[src/psfc_defines.svh]
`ifndef PSFC_DEFINES_SVH
`define PSFC_DEFINES_SVH

`define PSFC_OFS_PIN_LOW 8'h1C
`define PSFC_OFS_PIN_HIGH 8'h1D
`define PSFC_OFS_PORT_SEL 8'h1E
`define PSFC_OFS_FREQ_CNT 8'h1F

`define PSFC_SEL_SECOND_EN 2
`define PSFC_SEL_PORT_ONE 1
`define PSFC_SEL_PORT_ZERO 0
`define PSFC_SEL_RESET 3'h1
`define PSFC_SEL_WIDTH 3

`define PSFC_PIN_REMOTE_LSB 0
`define PSFC_PIN_REMOTE_MSB 3
`define PSFC_PIN_RESERVED 4
`define PSFC_COUNT_MAX 8'hFF

`define PSFC_CLK_PERIOD_NS 25
`define PSFC_OSC_PERIOD_NS 40
`define PSFC_ACC_STEP 7'(`PSFC_CLK_PERIOD_NS)
`define PSFC_ACC_WRAP 7'(`PSFC_OSC_PERIOD_NS)

`endif

[src/psfc_pkg.sv]
package psfc_pkg;

  typedef enum logic [1:0]
  {
    PSFC_IDLE = 2'b01,
    PSFC_RUN = 2'b10
  } psfc_state_t;

  typedef struct packed
  {
    psfc_state_t state;
    logic [2:0] port_sel;
    logic [7:0] interval_left;
    logic [7:0] edge_count;
    logic pix_last;
    logic [6:0] osc_acc;
    logic [7:0] rdata;
    logic rvalid;
  } psfc_regs_t;

endpackage : psfc_pkg

[src/psfc_top.sv]
`timescale 1ns/10ps
`include "psfc_defines.svh"
// Summary of operation
// - 0x1C bits 7..5 show general pins 7..5
// - 0x1C bits 3..0 show pins, remote if port1
// - 0x1D bit 0 shows pin 8, rest zero
// - second enable adds address own plus one
// - second address reaches port 1 and shared
// - port 1 select writes/reads port 1 and shared
// - port 0 select writes port 0; port 1 reads win
// - selects ignored while second address enabled
// - 0x1F write counts pixel edges over interval
// - read 0x1F returns interval edge count, running while busy
// - edge count saturates at 0xFF
module psfc_top
(
  input wire logic REF_CLK,
  input wire logic RESET,
  input wire logic [6:0] OWN_BUS_ADDRESS,
  input wire logic [6:0] BUS_DEV_ADDR,
  input wire logic [7:0] BUS_REG_ADDR,
  input wire logic BUS_WR,
  input wire logic BUS_RD,
  input wire logic [7:0] BUS_WDATA,
  output logic BUS_ACK,
  output logic [7:0] BUS_RDATA,
  output logic BUS_RVALID,
  output logic WRITE_PORT_ZERO,
  output logic WRITE_PORT_ONE,
  output logic WRITE_SHARED,
  output logic READ_PORT_ONE,
  input wire logic [8:0] GENERAL_PIN,
  input wire logic [3:0] REMOTE_PIN,
  input wire logic PIXEL_CLK,
  output logic COUNT_BUSY
);

  psfc_pkg::psfc_regs_t st_r;
  psfc_pkg::psfc_regs_t st_nxt;

  logic hit_primary;
  logic hit_second;
  logic sec_en;
  logic rd_port_one;
  logic osc_tick;
  logic pix_edge;
  logic [6:0] acc_sum;
  logic [7:0] rd_word;

  function automatic logic [7:0] sat_inc(input logic [7:0] v);
    sat_inc = (v == `PSFC_COUNT_MAX) ? v : v + 8'h01;
  endfunction : sat_inc

  assign sec_en = st_r.port_sel[`PSFC_SEL_SECOND_EN];
  assign hit_primary = (BUS_DEV_ADDR == OWN_BUS_ADDRESS);
  // address plus one wraps in 7 bits, as the bus field does
  assign hit_second = sec_en &&
    (BUS_DEV_ADDR == OWN_BUS_ADDRESS + 7'h01);
  assign BUS_ACK = hit_primary || hit_second;

  always_comb
  begin
    WRITE_PORT_ZERO = 1'b0;
    WRITE_PORT_ONE = 1'b0;
    rd_port_one = 1'b0;
    if (hit_second)
    begin
      WRITE_PORT_ONE = BUS_WR;
      rd_port_one = 1'b1;
    end
    else if (hit_primary && sec_en)
    begin
      // selection bits ignored: primary address means port 0
      WRITE_PORT_ZERO = BUS_WR;
    end
    else if (hit_primary)
    begin
      WRITE_PORT_ZERO = BUS_WR &&
        st_r.port_sel[`PSFC_SEL_PORT_ZERO];
      WRITE_PORT_ONE = BUS_WR &&
        st_r.port_sel[`PSFC_SEL_PORT_ONE];
      rd_port_one = st_r.port_sel[`PSFC_SEL_PORT_ONE];
    end
  end

  assign WRITE_SHARED = BUS_WR && BUS_ACK;
  assign READ_PORT_ONE = rd_port_one;
  assign BUS_RDATA = st_r.rdata;
  assign BUS_RVALID = st_r.rvalid;
  assign COUNT_BUSY = (st_r.state == psfc_pkg::PSFC_RUN);

  always_comb
  begin
    rd_word = 8'h00;
    case (BUS_REG_ADDR)
      `PSFC_OFS_PIN_LOW:
      begin
        rd_word = {GENERAL_PIN[7:5], 1'b0, GENERAL_PIN[3:0]};
        if (rd_port_one)
        begin
          rd_word[3:0] = REMOTE_PIN;
        end
      end
      `PSFC_OFS_PIN_HIGH: rd_word = {7'h00, GENERAL_PIN[8]};
      `PSFC_OFS_PORT_SEL: rd_word = {5'h00, st_r.port_sel};
      `PSFC_OFS_FREQ_CNT: rd_word = st_r.edge_count;
      default: rd_word = 8'h00;
    endcase
  end

  // oscillator period is not a whole number of ref cycles, so a
  // phase accumulator spaces ticks 40 ns apart on average
  assign acc_sum = st_r.osc_acc + `PSFC_ACC_STEP;
  assign osc_tick = (acc_sum >= `PSFC_ACC_WRAP);
  // both edges counted, so the saturated count can be reached; a
  // free-running pixel clock must stay below half the ref rate
  assign pix_edge = PIXEL_CLK != st_r.pix_last;

  always_comb
  begin
    st_nxt = st_r;
    st_nxt.pix_last = PIXEL_CLK;
    st_nxt.rvalid = 1'b0;
    st_nxt.osc_acc = osc_tick ? acc_sum - `PSFC_ACC_WRAP : acc_sum;
    if (BUS_RD && BUS_ACK)
    begin
      st_nxt.rdata = rd_word;
      st_nxt.rvalid = 1'b1;
    end
    case (st_r.state)
      psfc_pkg::PSFC_IDLE: st_nxt.state = psfc_pkg::PSFC_IDLE;
      psfc_pkg::PSFC_RUN:
      begin
        if (pix_edge)
        begin
          st_nxt.edge_count = sat_inc(st_r.edge_count);
        end
        if (osc_tick)
        begin
          st_nxt.interval_left = st_r.interval_left - 8'h01;
          if (st_r.interval_left == 8'h01)
          begin
            st_nxt.state = psfc_pkg::PSFC_IDLE;
          end
        end
      end
      default: st_nxt.state = psfc_pkg::PSFC_IDLE;
    endcase
    if (WRITE_SHARED)
    begin
      if (BUS_REG_ADDR == `PSFC_OFS_PORT_SEL)
      begin
        st_nxt.port_sel = BUS_WDATA[2:0];
      end
      if (BUS_REG_ADDR == `PSFC_OFS_FREQ_CNT)
      begin
        // restart wins over any count in progress
        st_nxt.edge_count = 8'h00;
        st_nxt.interval_left = BUS_WDATA;
        st_nxt.osc_acc = 7'h00;
        st_nxt.state = (BUS_WDATA == 8'h00) ?
          psfc_pkg::PSFC_IDLE : psfc_pkg::PSFC_RUN;
      end
    end
  end

  always_ff @(posedge REF_CLK or posedge RESET)
  begin
    if (RESET)
    begin
      st_r.state <= psfc_pkg::PSFC_IDLE;
      st_r.port_sel <= `PSFC_SEL_RESET;
      st_r.interval_left <= 8'h00;
      st_r.edge_count <= 8'h00;
      st_r.pix_last <= 1'b0;
      st_r.osc_acc <= 7'h00;
      st_r.rdata <= 8'h00;
      st_r.rvalid <= 1'b0;
    end
    else
    begin
      st_r <= st_nxt;
    end
  end
endmodule : psfc_top

[config.mk]
export PLATFORM = sky130hd
export DESIGN_NAME = psfc_top
export DESIGN_NICKNAME = d
export VERILOG_FILES = /design/src/psfc_pkg.sv /design/src/psfc_top.sv
export VERILOG_INCLUDE_DIRS = /design/src
export SDC_FILE = /design/constraint.sdc
export NUM_CORES = 1
export LEC_CHECK = 0
export BUFFER_PORTS_ARGS = -buffer_cell sky130_fd_sc_hd__buf_2
export CAP_MARGIN = 20
export CELL_PAD_IN_SITES_DETAIL_PLACEMENT = 0
export CELL_PAD_IN_SITES_GLOBAL_PLACEMENT = 1
export CORE_UTILIZATION = 40
export DETAILED_ROUTE_END_ITERATION = 8
export PLACE_DENSITY = 0.88
export SLEW_MARGIN = 10
export SYNTH_ARGS = -nofsm -noshare
export SYNTH_HDL_FRONTEND = slang
export SYNTH_SLANG_ARGS = --single-unit
[constraint.sdc]
create_clock -name REF_CLK -period 2.85 [get_ports REF_CLK]
set_clock_uncertainty 0.2 [all_clocks]
set_input_delay 0.57 -clock REF_CLK [delete_from_list [all_inputs] [get_ports REF_CLK]]
set_output_delay 0.57 -clock REF_CLK [all_outputs]
set_load 0.005 [all_outputs]
==> results.tsv, run 1 <==
metric	value	unit
status	finished, final reports clean	
period_share	99.0	%
final_nets	398	
cap_violations	0	
htree_levels	2	
synth_area_leaders	dfrtp_1 36%, xnor2_1 6.3%, nand2_1 4.3%, nor2_1 4.3%, xor2_1 3.8%	
route.detailed.drc	0	
die_area	0.00658	mm²
synth_most_common_cell	dfrtp_1	
finalInstanceArea	0.00311	mm²
setup_violations	0	
numCtsBuffers	5	
syn_area	0.00250	mm²
route.vias.total	2169	
worst_setup_path_end_kind	output pin	
drive_gt1_share	32.8	%
pin_count	63	
grt_pass1_vias	1997	
antenna_found_initial	0	
grt_first_pass_wirelength	8880	µm
path_class	in2out	
grt_overflow_total	0	
critPathArrivalTime	2.05	ns
irDropWorstVdd	0.381	mV
hpwl	4080	µm
rows	28	
slew_headroom	67.7	%
whs	0.191	ns
cp_cell_sequence	buf_4 > nand2_2 > or3_4 > a2111oi_4 > nand3_2 > nand2_2 > and2_1 > buf_2	
crit_slowest_cell	a2111oi_4	
cp_num_buf_inv	2	
yosysSeqAreaShare	38.1	%
diodes	0	
start_util	41.8	%
synth_cells	271	
slowest_delay	0.44	ns
path_delay_family	simple AND/OR/NAND/NOR gates	
core-area	0.00599	mm²
place.gp.congestion	0.831	
synth_ff_type	dfrtp_1	
avgSynthCellArea	9.24	µm²
ys_top_cells_by_count	36 x dfrtp_1, 29 x nand2_1, 29 x nor2_1	
synth_edf_count	0	
drtAntennaViolNets	0	
clock_path_buffers	2	
die_w	81.1	µm
grt_start_max_net_pins	39	
maxSlewViolCount	0	
placed_area	0.00293	mm²
port_buffers	61	
start_kind	input pin	
ys_warn_count	0	
yosysTopAreaCell	dfrtp_1	
critical_path_depth	8	
clock_latency	0.29	ns
min_path_type	in2async	
cts_tree	built	
hold_viol_final	0	
reg2reg_depth	8	
dr.pass1.iters	4	
rrSetupSlack	0.18	ns
grt_usage	17.6	%
clockRootBuffer	clkbuf_8	
clock-sinks	38	
ys_seq_elements	38	
p_per_area	576	mW/mm²
async_reset_ff_share	100	%
p_leak	1.42	nW
rsz0062_at_grt	yes	
ys_types	52	
post_drt_wl_per_cell	13.0	µm
holdBufCountCts	0	
synth_top_area_share	36.0	%
syn-num-nets	326	
die_h	81.1	µm
first_iter_violations	84	
cp.required	2.08	ns
worstPathMaxFanout	4	
cts.clk_slew.worst_paths	0.07	ns
tightestPinTransition	0.485	ns
fmax	354	MHz
via_per_inst	5.18	
syn_to_final_growth	24.3	%
cpMostUsedCell	nand2_2	
finalWorstPathRequiredPeriod	2.82	ns
postRouteWirelength	5440	µm
layer usage:
metal	wire length, µm	vias to the layer above	GRT usage [%]
li1	-	1089	-
met1	2500	1013	22.5
met2	2540	60	29.7
met3	338	7	4.38
met4	61	0	4.64
met5	0	-	0
area by class of cell:
class                           count  area (µm²)
Fill cell                         573        2880
Multi-Input combinational cell    209        1470
Sequential cell                    38         953
Timing Repair Buffer               79         462
Tap cell                           75        93.8
Clock buffer                        7        86.3
Inverter                           10        42.5
Clock inverter                      1        5.00
sequential cells by signal (all words and copies together) (netlist names):
signal,flops
BUS_RDATA,8
BUS_RVALID,1
sec_en,1
st_r,28
worst min-delay path, stage by stage:
cell	delay [ns]
buf_2	0.09
inv_1	0.04
buf_4	0.41
report_power, final:
group | total (mW) | internal, mW | switching [mW]
clock network | 0.380 | 0.195 | 0.185
logic | 0.639 | 0.298 | 0.342
registers | 0.775 | 0.650 | 0.125
what timing repair did:
action	in CTS	in global routing
pin swaps	4	7
setup endpoints to repair	2	11
resized for setup	1	14
buffers inserted	2	0
gates cloned	0	0
kinds of logic (layout without fill, tap and decap cells):
family / Yosys count / after routing / synth area share (%)
AOI/OAI and AO/OA: 42 / 42 / 12.0
buffers and inverters: 24 / 97 / 5.39
adders and majority gates: 7 / 7 / 3.50
DFF: 38 / 38 / 38.1
and+or+nand+nor: 112 / 112 / 22.3
muxes: 19 / 19 / 8.59
xor gates and xnor gates: 29 / 29 / 10.1
path summary, 6_finish.rpt:
kind                               startpoint      endpoint
hold reg to reg                  BUS_RDATA[5]  BUS_RDATA[5]
hold / removal                          RESET  BUS_RDATA[5]
setup / recovery           OWN_BUS_ADDRESS[0]  WRITE_SHARED
max in group asynchronous               RESET      st_r[33]
setup reg to reg                     st_r[10]      st_r[26]
min in group REF_CLK                PIXEL_CLK      st_r[16]
placed cells by master (no fill, tap or decap), drive strengths merged, types with 10 or more instances in the layout:
cell type	n
buf	79
dfrtp	36
nand2	31
nor2	29
nand3	19
xnor2	18
o21ai	13
a21oi	12
xor2	11
mux2	11
inv	10
through the flow:
step	setup TNS, ns	std cells	power, mW	utilization [%]	setup WS, ns
after CTS	0	419	1.79	50.9	0.00991
after detailed placement	-0.545	409	1.40	48.9	-0.0955
after floorplan	0	271	1.23	-	0.108
after global placement	-0.273	409	1.36	48.9	-0.0654
after global routing	-0.0690	419	1.94	52.0	-0.0455
final	0	419	1.79	52.0	0.0275
Note: power is estimated with default switching activity, not from simulation.
==> run 2: changes to the inputs <==
CORE_MARGIN = 10   (was not set)
==> results.tsv, run 2 (same netlist as run 1, synthesis figures left out) <==
metric	value	unit	change
worst_slack	0.00357	ns	-0.0239 ns
startpoint	OWN_BUS_ADDRESS[5]		
grt_pass1_vias	2176		+9.0%
clock_path_buffers	2		unchanged
multi_input_area	0.00147	mm²	-0.17%
grt_usage	11.8	%	-5.9 points
htree_levels	2		unchanged
grt_first_pass_wirelength	9780	µm	+10%
drtAntennaViolNets	0		unchanged
place.gp.congestion	0.816		-1.9%
hold_viol_final	0		unchanged
met3_usage	4.08	%	-0.30 points
fmax	351	MHz	-0.84%
rsz0062_at_grt	yes		
rrSetupSlack	0.24	ns	+0.06 ns
busiest_layer	met2		
maxSlewViolCount	0		unchanged
clock-sinks	38		unchanged
clock_latency	0.30	ns	about the same
area.sequential	953	µm²	unchanged
port_buffers	61		unchanged
final_common_cell	buf_2		
path_class	in2out		
dr.pass1.iters	5		+1
clockRootBuffer	clkbuf_8		
slowest_delay	0.45	ns	about the same
irDropWorstVdd	0.426	mV	+12%
cts.clk_slew.worst_paths	0.08	ns	about the same
syn_to_final_growth	25.0	%	
rows	28		unchanged
use_met1	14.4	%	-8.1 points
cp_num_buf_inv	2		unchanged
antenna_found_initial	0		unchanged
period_share	99.9	%	+0.84 points
final_nets	398		unchanged
first_iter_violations	43		-49%
start_util	41.8	%	unchanged
via_per_inst	5.12		-1.2%
p_per_area	597	mW/mm²	+3.5%
place_inst	409		unchanged
cp.required	2.08	ns	about the same
die_area	0.00983	mm²	+49%
final_cell_count_no_fill	419		unchanged
status	finished, final reports clean		
numCtsBuffers	5		unchanged
reg2reg_depth	8		unchanged
post_drt_wl_per_cell	14.2	µm	+9.3%
setup_violations	0		unchanged
use_met2	18.7	%	-11 points
regMostFlops	st_r		
die_w	99.1	µm	+22%
pin_count	63		unchanged
cap_violations	0		unchanged
crit_slowest_cell	a2111oi_4		
die_h	99.1	µm	+22%
start_kind	input pin		
min_path_type	in2async		
worstPathMaxFanout	3		-1
design_power_total	1.87	mW	+4.1%
p_leak	1.42	nW	+0.21%
route.vias.total	2144		-1.2%
utilization	52.3	%	+0.31 points
hpwl	4570	µm	+12%
worst_setup_path_end_kind	output pin		
path_delay_family	simple AND/OR/NAND/NOR gates		
tightestPinTransition	0.485	ns	+0.000705 ns
drive_gt1_share	32.6	%	-0.29 points
grt_overflow_total	0		unchanged
critPathArrivalTime	2.08	ns	+0.03 ns
grt_start_max_net_pins	39		unchanged
largest_reg_flops	28		unchanged
reg2reg_from	st_r[9]		
pre_cts_slack	-0.0611	ns	+0.0344 ns
r2r_end	st_r[26]		
cts_tree	built		
cp_cell_sequence	buf_8 > xnor2_4 > or3_4 > a2111oi_4 > nand3_2 > nand2_2 > and2_4 > buf_6		
fill_cells	563		-1.7%
diodes	0		unchanged
finalWorstPathRequiredPeriod	2.85	ns	+0.0239 ns
postRouteWirelength	5940	µm	+9.3%
core-area	0.00599	mm²	unchanged
slew_headroom	67.6	%	about the same
route.detailed.drc	0		unchanged
final_cell_mix	56 x buf_2, 36 x dfrtp_1, 29 x nor2_1		
[run 2: changes by cell type in the layout (fill, tap and decap cells not counted), sizes merged]
cell / change
clkinv: -1
bufinv: +1
[run 2: through the flow]
step | hold WS, ns | setup TNS (ns) | area, µm²
after floorplan | 0.259 | 0 | 2500
after global placement | 0.267 | -0.131 | 2930
after detailed placement | 0.270 | -0.339 | 2930
after CTS | 0.200 | 0 | 3070
after global routing | 0.204 | -0.167 | 3130
final | 0.180 | 0 | 3130
[run 2: routing by layer]
| metal | part of all wire [%] | vias up |
|---|---|---|
| met5 | 0 | - |
| met4 | 1.5 | 0 |
| met3 | 7.8 | 10 |
| met2 | 45 | 56 |
| met1 | 46 | 989 |
| li1 | - | 1089 |
[run 2: area by class of cell]
| cell class | count | area share, % |
|---|---|---|
| multi-input cells | 209 | 46.9 |
| flip-flops and latches | 38 | 30.4 |
| repair buffers | 79 | 14.9 |
| well taps | 75 | 3.00 |
| clock buffers | 7 | 2.44 |
| inverters | 10 | 1.36 |
| clock inverters | 1 | 0.959 |
[run 2: power by group]
part	internal, mW	switching (mW)	leakage (nW)
Combinational	0.309	0.339	0.904
Clock	0.262	0.188	0.0524
Sequential	0.650	0.121	0.464
[run 2: worst max path at each step]
stage                   endpoint  depth (start not counted)
global route        WRITE_SHARED                          8
finish              WRITE_SHARED                          8
floorplan           WRITE_SHARED                          6
detailed placement      st_r[30]                          8
CTS                 WRITE_SHARED                          8
global placement    WRITE_SHARED                          8
[run 2: worst reg2reg max path, delay by kind of cell (launching register included)]
| kind | cells | cell delay [ns] |
|---|---|---|
| compound gates | 3 | 0.80 |
| fa+ha+maj | 1 | 0.27 |
| flops | 1 | 0.46 |
| mux | 2 | 0.40 |
| simple gates | 2 | 0.37 |
[run 2: what timing repair did]
item / in CTS / in global routing
buffers inserted: 1 / 1
pin swaps: 4 / 6
resized for setup: 2 / 14
setup endpoints to repair: 2 / 6
hold endpoints to repair: 0 / 0
hold buffers: 0 / 0
